$ cat src/gpio_port_defs.svh
// Purpose: offsets, reset values and field positions of the pin ports
// Assumes: byte-wide register port, 16-bit addresses
// Notes: none
`ifndef GPIO_PORT_DEFS_SVH
`define GPIO_PORT_DEFS_SVH
`define OFS_LATCH 16'hffdc
`define OFS_INPUTS 16'hffdd
`define OFS_DIR 16'hffec
`define LATCH_RESET 8'hc0
`define DIR_RESET 8'hc0
`define LATCH_ONES_MASK 8'hc0
`define PIN_MASK 8'h1f
`define DIR_READ_VALUE 8'hff
`define FLASH_PIN 0
`endif

$ cat src/gpio_port_pkg.sv
// Purpose: types shared by the pin port block
// Assumes: nothing
// Notes: power modes are one-hot
package gpio_port_pkg;
  typedef enum logic [6:0] {
    MODE_ACTIVE = 7'h01,
    MODE_SUBACTIVE = 7'h02,
    MODE_SLEEP = 7'h04,
    MODE_SUBSLEEP = 7'h08,
    MODE_WATCH = 7'h10,
    MODE_STANDBY = 7'h20,
    MODE_RESET = 7'h40
  } power_mode_t;
  typedef struct packed {
    logic [7:0] latch;
    logic [7:0] dir;
    logic [7:0] rdata;
    logic [4:0] out;
    logic [4:0] oe_n;
    logic [4:0] b9_s1;
    logic [4:0] b9_s2;
    logic [7:0] ib_s1;
    logic [7:0] ib_s2;
  } port_state_t;
endpackage

$ cat src/gpio_port.sv
// Purpose: five-pin bidirectional port and eight-pin input-only port
// Assumes: pins are asynchronous and pass two flip-flops
// Notes: oe_n low means the pin is driven
//
// Operation
// - latch is 8 bits, pins 4..0, reset c0
// - latch bits 7,6 read one, ignore writes
// - latch bit 5 reads zero, ignores writes
// - flash variant: latch bit 0 fixed zero
// - output pin reads back latched value
// - input pin reads sampled pin level, except flash variant pin 0 reads zero
// - direction one drives latch, zero floats
// - direction register reads all ones
// - direction resets to c0, all inputs
// - floats in reset/standby, holds in sleep/watch
// - eight input-only pins never drive
// - input register reads levels, ignores writes
// - converter-selected channel pin reads zero
// - input-only pins float in every mode
//
// Implementation choice: the plain strobed port.
`timescale 1ns/1ns
`include "gpio_port_defs.svh"
module gpio_port #(
  parameter bit FLASH_VARIANT = 1'b0
) (
  // clock and reset
  input wire logic clk,
  input wire logic sys_rst,
  // register port
  input wire logic [15:0] addr,
  input wire logic [7:0] wdata,
  input wire logic wr,
  input wire logic rd,
  output logic [7:0] rdata,
  // operating mode and converter channel
  input wire gpio_port_pkg::power_mode_t power_mode,
  input wire logic [3:0] converter_channel_select,
  input wire logic converter_select_valid,
  // bidirectional pins
  input wire logic [4:0] bidir_port_pin_in,
  output logic [4:0] bidir_port_pin_out,
  output logic [4:0] bidir_port_pin_oe_n,
  // input-only pins
  input wire logic [7:0] input_only_pin
);
  import gpio_port_pkg::*;

  port_state_t s_q;
  port_state_t s_d;
  logic [7:0] latch_wmask;
  logic [7:0] b9_read;
  logic [7:0] ib_read;

  //////////////////////////////////////////////////////////////////////////
  // read values and next state
  always_comb begin
    latch_wmask = `PIN_MASK;
    if (FLASH_VARIANT) begin
      latch_wmask[`FLASH_PIN] = 1'b0;
    end
    b9_read = `LATCH_ONES_MASK |
      ({3'h0, (s_q.dir[4:0] & s_q.latch[4:0]) |
              (~s_q.dir[4:0] & s_q.b9_s2)} & latch_wmask);
    ib_read = s_q.ib_s2;
    if (converter_select_valid && !converter_channel_select[3]) begin
      ib_read[converter_channel_select[2:0]] = 1'b0;
    end
    s_d = s_q;
    s_d.b9_s1 = bidir_port_pin_in;
    s_d.b9_s2 = s_q.b9_s1;
    s_d.ib_s1 = input_only_pin;
    s_d.ib_s2 = s_q.ib_s1;
    s_d.rdata = 8'h00;
    if (rd) begin
      case (addr)
        `OFS_LATCH: s_d.rdata = b9_read;
        `OFS_INPUTS: s_d.rdata = ib_read;
        `OFS_DIR: s_d.rdata = `DIR_READ_VALUE;
        default: s_d.rdata = 8'h00;
      endcase
    end
    if (wr && addr == `OFS_LATCH) begin
      s_d.latch = `LATCH_ONES_MASK | (wdata & latch_wmask);
    end
    if (wr && addr == `OFS_DIR) begin
      s_d.dir = `LATCH_ONES_MASK | (wdata & `PIN_MASK);
    end
    case (power_mode)
      MODE_ACTIVE, MODE_SUBACTIVE: begin
        s_d.out = s_q.latch[4:0];
        s_d.oe_n = ~s_q.dir[4:0];
      end
      MODE_SLEEP, MODE_WATCH, MODE_SUBSLEEP: begin
        s_d.out = s_q.out;
        s_d.oe_n = s_q.oe_n;
      end
      default: begin
        s_d.out = 5'h00;
        s_d.oe_n = 5'h1f;
      end
    endcase
    if (sys_rst) begin
      s_d = '0;
      s_d.latch = `LATCH_RESET;
      s_d.dir = `DIR_RESET;
      s_d.oe_n = 5'h1f;
    end
  end

  always_ff @(posedge clk) begin
    s_q <= s_d;
  end

  assign rdata = s_q.rdata;
  assign bidir_port_pin_out = s_q.out;
  assign bidir_port_pin_oe_n = s_q.oe_n;

  //////////////////////////////////////////////////////////////////////////
  // checks
  a_latch_fixed: assert property (@(posedge clk) disable iff (sys_rst)
    s_q.latch[7:5] == 3'h6) else $error("latch fixed bits wrong");
  a_dir_reads_ones: assert property (@(posedge clk) disable iff (sys_rst)
    rd && addr == `OFS_DIR |=> rdata == 8'hff)
    else $error("direction read not ones");
  a_reset_values: assert property (@(posedge clk)
    sys_rst |=> s_q.latch == 8'hc0 && s_q.dir == 8'hc0 && s_q.oe_n == 5'h1f)
    else $error("reset values wrong");
  a_latch_read_bits: assert property (@(posedge clk) disable iff (sys_rst)
    rd && addr == `OFS_LATCH |=> rdata[7:5] == 3'h6)
    else $error("latch read fixed bits wrong");
  a_flash_bit_zero: assert property (@(posedge clk) disable iff (sys_rst)
    FLASH_VARIANT |-> s_q.latch[0] == 1'b0)
    else $error("flash bit writable");
  a_out_readback: assert property (@(posedge clk) disable iff (sys_rst)
    rd && addr == `OFS_LATCH |=>
    (rdata[4:0] & $past(s_q.dir[4:0])) ==
    ($past(s_q.latch[4:0]) & $past(s_q.dir[4:0])))
    else $error("output readback wrong");
  a_in_readback: assert property (@(posedge clk) disable iff (sys_rst)
    rd && addr == `OFS_LATCH |=>
    (rdata[4:0] & ~$past(s_q.dir[4:0]) & $past(latch_wmask[4:0])) ==
    ($past(s_q.b9_s2) & ~$past(s_q.dir[4:0]) & $past(latch_wmask[4:0])))
    else $error("input readback wrong");
  a_drive_active: assert property (@(posedge clk) disable iff (sys_rst)
    power_mode == MODE_ACTIVE |=> bidir_port_pin_oe_n == ~$past(s_q.dir[4:0]))
    else $error("active drive wrong");
  a_float_standby: assert property (@(posedge clk) disable iff (sys_rst)
    power_mode == MODE_STANDBY |=> bidir_port_pin_oe_n == 5'h1f)
    else $error("standby not floating");
  a_hold_sleep: assert property (@(posedge clk) disable iff (sys_rst)
    power_mode == MODE_SUBSLEEP |=> $stable(bidir_port_pin_oe_n))
    else $error("subsleep not holding");
  a_channel_zero: assert property (@(posedge clk) disable iff (sys_rst)
    rd && addr == `OFS_INPUTS && converter_select_valid &&
    converter_channel_select == 4'h2 |=> rdata[2] == 1'b0)
    else $error("selected channel not zero");
  a_input_read: assert property (@(posedge clk) disable iff (sys_rst)
    rd && addr == `OFS_INPUTS && !converter_select_valid |=>
    rdata == $past(s_q.ib_s2)) else $error("input read wrong");
  c_latch_write: cover property (@(posedge clk)
    wr && addr == `OFS_LATCH ##1 rd && addr == `OFS_LATCH);
  c_dir_write: cover property (@(posedge clk) wr && addr == `OFS_DIR);
  c_sleep_hold: cover property (@(posedge clk)
    power_mode == MODE_ACTIVE ##1 power_mode == MODE_SLEEP);
endmodule

$ cat config.mk
export PLATFORM = sky130hd
export DESIGN_NAME = gpio_port
export DESIGN_NICKNAME = d
export VERILOG_FILES = /design/src/gpio_port_pkg.sv /design/src/gpio_port.sv
export VERILOG_INCLUDE_DIRS = /design/src /design/src/src
export SDC_FILE = /design/constraint.sdc
export NUM_CORES = 1
export LEC_CHECK = 0
export ABC_AREA = 0
export CORE_ASPECT_RATIO = 1.1
export CORE_UTILIZATION = 60
export CTS_CLUSTER_DIAMETER = 150
export DETAILED_ROUTE_END_ITERATION = 8
export DONT_BUFFER_PORTS = 1
export PLACE_DENSITY = 0.81
export SLEW_MARGIN = 20
export SYNTH_ARGS = -nofsm -noshare
export SYNTH_HDL_FRONTEND = slang
export SYNTH_SLANG_ARGS = --single-unit
$ cat constraint.sdc
create_clock -name clk -period 3.39 [get_ports clk]
set_input_delay 0.678 -clock clk [delete_from_list [all_inputs] [get_ports clk]]
set_output_delay 0.678 -clock clk [all_outputs]
set_load 0.01 [all_outputs]
==> results, run 1 <==
- Setup total negative slack on the finished layout was measured at 0 ns.
- The post-synthesis sequential area ratio is 50.4%.
- In this run, CTS created clock tree buffers numbering 5.
- The standby leakage power is 0.669 nW.
- The final core utilization is 61.5%.
- The detailed-routing iteration count for the pre-antenna-repair pass is 4.
- The ratio of routed vias to standard cells is 5.98.
- The post-route clock period utilization is 47.9%.
- The final count of pins violating max slew came to 0.
- The initialized floorplan defines 22 standard-cell rows.
- Entering global routing, the biggest net connects 39 pins.
- The worst stage delay on the critical path is 0.76 ns.
- Compared with the post-synthesis result, the final layout area differs by -2.92%.
- The min-delay analysis places its worst path in the category primary input to flip-flop.
- Power spread over the standard cell area amounts to 479 nW/um^2.
- The mapped netlist covers 2140 um^2.
- The worst setup path is of the primary input to flip-flop kind.
- The worst register-to-register path has a depth of 4.
- The clock passes through at most 2 buffers.
- TritonCTS built the clock tree.
- The count of nets left with antenna violations once routing finished came out at 0.
- Counting every net in the synthesized netlist gives 271.
- CTS saw 54 sinks.
- In this run the count of I/O pins placed on the die edge is 71.
- The number of failing hold endpoints at the final stage is 0.
- Setup repair after global routing left no endpoint under its margin.
- The residual DRC count is 0.
- The via count of the first global-routing pass is 1294.
- The core outline area is 3390 um^2.
- The CTS clock-pin slew for the worst setup and hold paths is 0.15 ns.
- The count of distinct cell types in the synthesized netlist is 35.
- The die area is 3820 um^2.
- During placement, the flow inserted port buffers numbering 0.
- Summing over every cut layer, the via total after detailed routing is 1483.
- Data arrives at the worst endpoint at 1.93 ns.
- Setup violations remaining at the end of the flow were counted as 0.
- The tree is rooted in a sky130_fd_sc_hd__clkbuf_4.
- For this run, the top clock speed supported by timing is 0.616 GHz.
- Along the worst hold path, the cell count comes to 1.
- The data required time of the critical path is 3.70 ns.
- The slowest stage of the critical path belongs to the cell sky130_fd_sc_hd__nor4_2.
- The cell count after synthesis came out at 218.
- Global routing finished with a remaining overflow of 0.
- The average routed wire per standard cell is 15.2 um.
- The fraction of layout cells with a size suffix above 1 is 7.00%.
- Global routing used 20.9% of the available tracks across all layers.
- In this run, post-CTS hold repair placed 0 buffers.
- The number of antenna diodes in the final layout is 0.
- The flow ran to the end, and the final reports show no timing, DRC or antenna violations.
- The normalized max-slew margin is 43.3%.
- The clock latency reported for the late side of the worst-skew pair is 0.37 ns.
- The initial antenna violation count is 0.
- The final critical delay including setup and external delays is 1.62 ns.
- Averaged over all synthesized cells, the footprint is 9.83 um^2.
- The routability-driven placement congestion ratio is 0.881.
- The setup fix buffers added after clock tree synthesis is 0.
- The max-capacitance violation count is 0.
- Walking the worst path, the cells encountered are nand2_1 -> nor4_2 -> nand4_1 -> a21oi_1.
- The H-tree was split into 2 levels.
- The detailed router finished its first iteration with 85 violations.
- The starting utilization of the core area is 63.3%.
- The die is 64.7 um tall.
- The number of nets at the end of the flow is 252.
- The post-synthesis sequential element count is 54.
- The category of the worst setup path capture point is a flip-flop.
- The first-pass GRT wire length is 5800 um.
- The HPWL after detailed placement is 2920 um.
- The setup skew after layout is 0.0141 ns.
- VDD sags by at most 0.312 mV.
- In this run the worst path has a maximum fanout of 10.
- The startpoint type of the worst setup path is a primary input.
- The number of warnings reported in the yosys synthesis log is 0.
- For this block, the routed nets add up to 3780 um of wire.
- The width of the die is 59.0 um.
- The transition at the pin with the smallest max-transition slack is 0.843 ns.
- In this run, post-CTS repair resized a total of 0 instances.
## report_power, final
group	internal [mW]	total, mW	switching (mW)
Clock	0.123	0.309	0.186
Combinational	0.0174	0.0352	0.0179
Sequential	0.649	0.652	0.00340
## sequential cells by signal, summed over array words and instances (netlist names)
| register | cells |
|---|---|
| bidir_port_pin_oe_n | 5 |
| bidir_port_pin_out | 5 |
| rdata | 8 |
| s_q | 36 |
## layout by cell type, fill, tap and decap left out, types with 2 or more instances in the layout
cell type                   n
sky130_fd_sc_hd__o21ai_0   15
sky130_fd_sc_hd__xor2_1     2
sky130_fd_sc_hd__nand2_1   10
sky130_fd_sc_hd__nor2b_1   30
sky130_fd_sc_hd__nand4_1   13
sky130_fd_sc_hd__a21oi_1   17
sky130_fd_sc_hd__a32oi_1    6
sky130_fd_sc_hd__nand3_1    4
sky130_fd_sc_hd__o21ai_1    2
sky130_fd_sc_hd__clkbuf_8   2
sky130_fd_sc_hd__clkbuf_4   5
sky130_fd_sc_hd__dfxtp_1   54
sky130_fd_sc_hd__mux2i_1    5
sky130_fd_sc_hd__nor2_1    14
sky130_fd_sc_hd__a22o_1     5
## cell usage after synthesis, drive strengths merged
cell,count,share of area (%)
a21oi,17,4.0
a22o,5,2.0
a32oi,6,2.5
and2,1,0.29
and3,1,0.29
and3b,1,0.41
buf,22,8.1
clkbuf,3,0.58
dfxtp,54,50
dlygate4sd3,1,0.47
mux2i,5,2.3
nand2,10,1.8
nand2b,2,0.93
nand3,4,0.93
nand4,13,3.8
nand4b,1,0.41
nor2,14,2.5
nor2b,30,8.8
nor3,2,0.70
nor3b,1,0.35
nor4,2,1.6
nor4b,1,0.70
o2111a,1,0.53
o2111ai,1,0.41
o21ai,17,4.0
or4,1,0.53
xor2,2,0.82
## cell type report
cell class / instances / area, um^2
fillers: 290 / 1310
flip-flops and latches: 54 / 1080
multi-input cells: 138 / 866
clock buffers: 7 / 65.1
well taps: 48 / 60.1
clock inverters: 1 / 8.76
## worst max-delay path: cells and delay by family
kind / cells / cell delay (ns)
AND/OR/NAND/NOR: 3 / 1.03
AO/OA/AOI/OAI: 1 / 0.22
## cell families after synthesis
family,synth area share [%]
buf+inv,9.16
xor+xnor,0.817
simple gates,23.9
flops,50.4
compound gates,13.4
mux,2.34
## layer usage
layer / global-route usage [%] / up-vias / part of all wire (%)
li1: - / 713 / -
met1: 23.3 / 696 / 40
met2: 35.5 / 67 / 50
met3: 7.78 / 7 / 7.6
met4: 8.04 / 0 / 1.9
met5: 0 / - / 0
## worst paths after layout
kind	start	end	slack, ns
min	sys_rst	s_q[47]	0.36
max reg2reg	s_q[48]	rdata[4]	2.27
min reg2reg	s_q[25]	s_q[20]	0.45
max	addr[11]	s_q[48]	1.77
## through the flow
stage               total power [mW]  cells  hold slack, ns  area [um^2]  setup slack, ns
floorplan                      0.702    218           0.414         2140             1.56
global placement               0.700    240           0.419         2010             1.40
detailed placement             0.701    240           0.420         2010             1.41
CTS                            0.999    248           0.350         2080             1.79
global route                    1.04    248           0.324         2080             1.66
finish                         0.996    248           0.356         2080             1.77
Note: power is estimated with default switching activity, not from simulation.
==> run 2: changes to the inputs <==
Clock period 3.39 ns to 1.5 ns, I/O delays scaled along.
==> results, run 2 (synthesis results as in run 1) <==
- The area after detailed placement was 2040 um^2 (+1.9%).
- The normalized max-slew margin is 61.6% (+18 points).
- The CTS tree is built.
- The core outline area is 3390 um^2 (unchanged).
- The final core utilization was 62.9% (+1.4 points).
- The fraction of layout cells with a size suffix above 1 is 9.22% (+2.2 points).
- The largest voltage drop on the vdd net is 0.743 mV (+140%).
- The ratio of routed vias to standard cells is 6.00 (+0.27%).
- The share of total power in combinational logic is 4.2% (+0.7 points).
- The least setup slack across all paths after layout is 0.347 ns (-1.42 ns).
- The post-route setup TNS was 0 ns (unchanged).
- The routability-driven placement congestion ratio is 0.957 (+8.6%).
- The floorplan row count came to 22 (unchanged).
- The total net switching power is 0.481 mW (+130%).
- The total number of clock tree sinks was 54 (unchanged).
- The detailed-routing iteration count for the pre-antenna-repair pass was 7 (+3).
- The setup fix buffers added after clock tree synthesis is 0 (unchanged).
- The iteration-0 DRC count of the detailed router is 48 (-44%).
- In the finished design, the share of the clock period the worst path needs comes to 76.9%.
- The worst hold path belongs to the class primary input to flip-flop.
- The root cell of the clock tree is sky130_fd_sc_hd__clkbuf_4.
- The data arrival time of the critical path is 1.40 ns (-0.53 ns).
- The number of vias in the routed layout is 1523 (+2.7%).
- The internal cell power was 1.86 mW (+140%).
- The total power after layout is 2.34 mW (+140%).
- The clock latency reported for the late side of the worst-skew pair was 0.37 ns (about the same).
- From synthesis to final layout, the design area changed by -0.701%.
- The transition at the pin with the smallest max-transition slack is 0.575 ns (-0.267 ns).
- The die extent in y was 64.7 um (unchanged).
- The most common cell after layout, fill and taps aside is sky130_fd_sc_hd__dfxtp_1.
- In this run the critical register-to-register path is captured at rdata[0].
- The data required time of the critical path is 1.75 ns (-1.95 ns).
- Setup repair after global routing left no endpoint under its margin.
- The I/O pin count came to 71 (unchanged).
- The cell depth of the worst hold path is 1 (unchanged).
- The startpoint type of the worst setup path is a primary input.
- Leaving out fill and tap cells, the most frequent cells in the layout are sky130_fd_sc_hd__dfxtp_1 (54), sky130_fd_sc_hd__nor2b_1 (30), sky130_fd_sc_hd__a21oi_1 (17).
- Counting flops per register, the top entry is s_q.
- The via count of the first global-routing pass is 1324 (+2.3%).
- The number of flip-flops under the largest register name is 36 (unchanged).
- The pin count of the biggest net entering global routing came to 37 (-5.1%).
- The total length of routed wires is 3700 um (-2.2%).
- The startpoint identified for the worst register-to-register timing path is s_q[44].
- The number of cells traversed by the worst register-to-register path was 4 (unchanged).
- The largest buffer count on any clock path came to 2 (unchanged).
- The die area is 3820 um^2 (unchanged).
- The residual DRC count is 0 (unchanged).
- The total of buffers placed on input and output ports is 0 (unchanged).
- The standby leakage power came to 0.696 nW (+4.1%).
- The total global routing track utilization is 20.6% (-0.28 points).
- The number of CTS-inserted buffers is 5 (unchanged).
- The worst setup path is captured at a flip-flop.
- The share of total power in the clock network is 32.9% (+1.9 points).
- In this run the most critical hold path is launched from bidir_port_pin_in[2].
- The width of the die is 59.0 um (unchanged).
- The deepest level of the CTS H-tree came to 2 (unchanged).
- The remaining antenna violation count after routing came to 0 (unchanged).
- The type of the worst setup path is primary input to flip-flop.
- The number of filler cells placed in the layout was 284 (-2.1%).
- The number of setup violations in the final report is 0 (unchanged).
- The CTS clock-pin slew for the worst setup and hold paths is 0.14 ns (about the same).
- The number of nets at the end of the flow is 258 (+2.4%).
- The maximum frequency from static timing analysis is 0.867 GHz.
- The first-pass GRT wire length is 5810 um (+0.12%).
- The number of failing hold endpoints at the final stage came to 0 (unchanged).
- The run finished with clean final reports.
- The HPWL after detailed placement is 2830 um (-3.1%).
- The largest fanout on the critical path is 18 (+8).
- The proportion of total power due to net switching is 20.5% (-0.24 points).
- The starting utilization of the core area is 63.3% (unchanged).
- The final critical delay including setup and external delays is 1.15 ns.
- The register-to-register path setup slack is 0.39 ns (-1.88 ns).
- The worst hold path terminates at s_q[23].
- The minimum setup slack after placement is 0.000214 ns (-1.41 ns).
- The initial antenna violation count is 0 (unchanged).
- The setup skew after layout is 0.0110 ns (-0.00306 ns).
- The final count of pins violating max slew is 0 (unchanged).
- The remaining global-route overflow came to 0 (unchanged).
- The number of diodes added for antenna fixing came to 0 (unchanged).
- The max-capacitance violation count is 0 (unchanged).
- The portion of total power attributed to sequential cells came to 62.9% (-2.6 points).
- The area of all placed cells without fillers is 2130 um^2 (+2.3%).
- The average routed wire per standard cell is 14.6 um (-4.5%).
- The cell area power density is 1100 nW/um^2 (+130%).
==> run 2: cell type report <==
| type | count | area, um^2 | share of cell area (%) |
|---|---|---|---|
| Multi-Input combinational cell | 138 | 866 | 40.7 |
| Clock inverter | 2 | 37.5 | 1.76 |
| Clock buffer | 6 | 41.3 | 1.94 |
| Sequential cell | 54 | 1080 | 50.8 |
| Timing Repair Buffer | 6 | 42.5 | 2.00 |
| Tap cell | 48 | 60.1 | 2.82 |
==> run 2: power groups by stage <==
stage	clock, mW	sequential [mW]	combinational (mW)
floorplan	0	1.50	0.0828
global placement	0	1.50	0.0795
detailed placement	0	1.51	0.0835
CTS	0.778	1.47	0.0984
global route	0.854	1.48	0.108
finish	0.771	1.47	0.0980
==> run 2: timing repair <==
| action | in CTS | in global routing |
|---|---|---|
| gates resized for setup | 0 | 0 |
| hold endpoints to repair | 36 | 0 |
| hold buffers | 1 | 0 |
==> run 2: how the worst max path moves through the flow <==
stage | from | endpoint | slack (ns) | depth (start not counted)
final | addr[11] | s_q[53] | 0.35 | 4
after global routing | s_q[44] | rdata[0] | 0.31 | 4
after CTS | sys_rst | s_q[53] | 0.002 | 2
after detailed placement | addr[11] | s_q[53] | 0.0002 | 4
after global placement | addr[11] | s_q[56] | 0.11 | 4
after floorplan | addr[11] | s_q[46] | 0.05 | 6
==> run 2: worst max-delay path: stages <==
cell	delay, ns
sky130_fd_sc_hd__nand2_1	0.06
sky130_fd_sc_hd__or4_4	0.65
sky130_fd_sc_hd__o21ai_0	0.27
sky130_fd_sc_hd__a21oi_1	0.12
==> run 2: layer usage <==
metal	routed length [um]	vias up	GRT usage, %	part of all wire [%]
li1	-	726	-	-
met3	391	22	7.98	11
met2	1710	119	33.0	46
met5	0	-	0	0
met1	1450	656	23.6	39
met4	148	0	10.4	4.0
==> run 2: through the flow <==
step           cells  hold slack [ns]
2_1_floorplan    218            0.414
3_3_place_gp     245            0.374
3_5_place_dp     245            0.375
4_1_cts          254           0.0514
5_1_grt          254           0.0350
6_report         254           0.0560
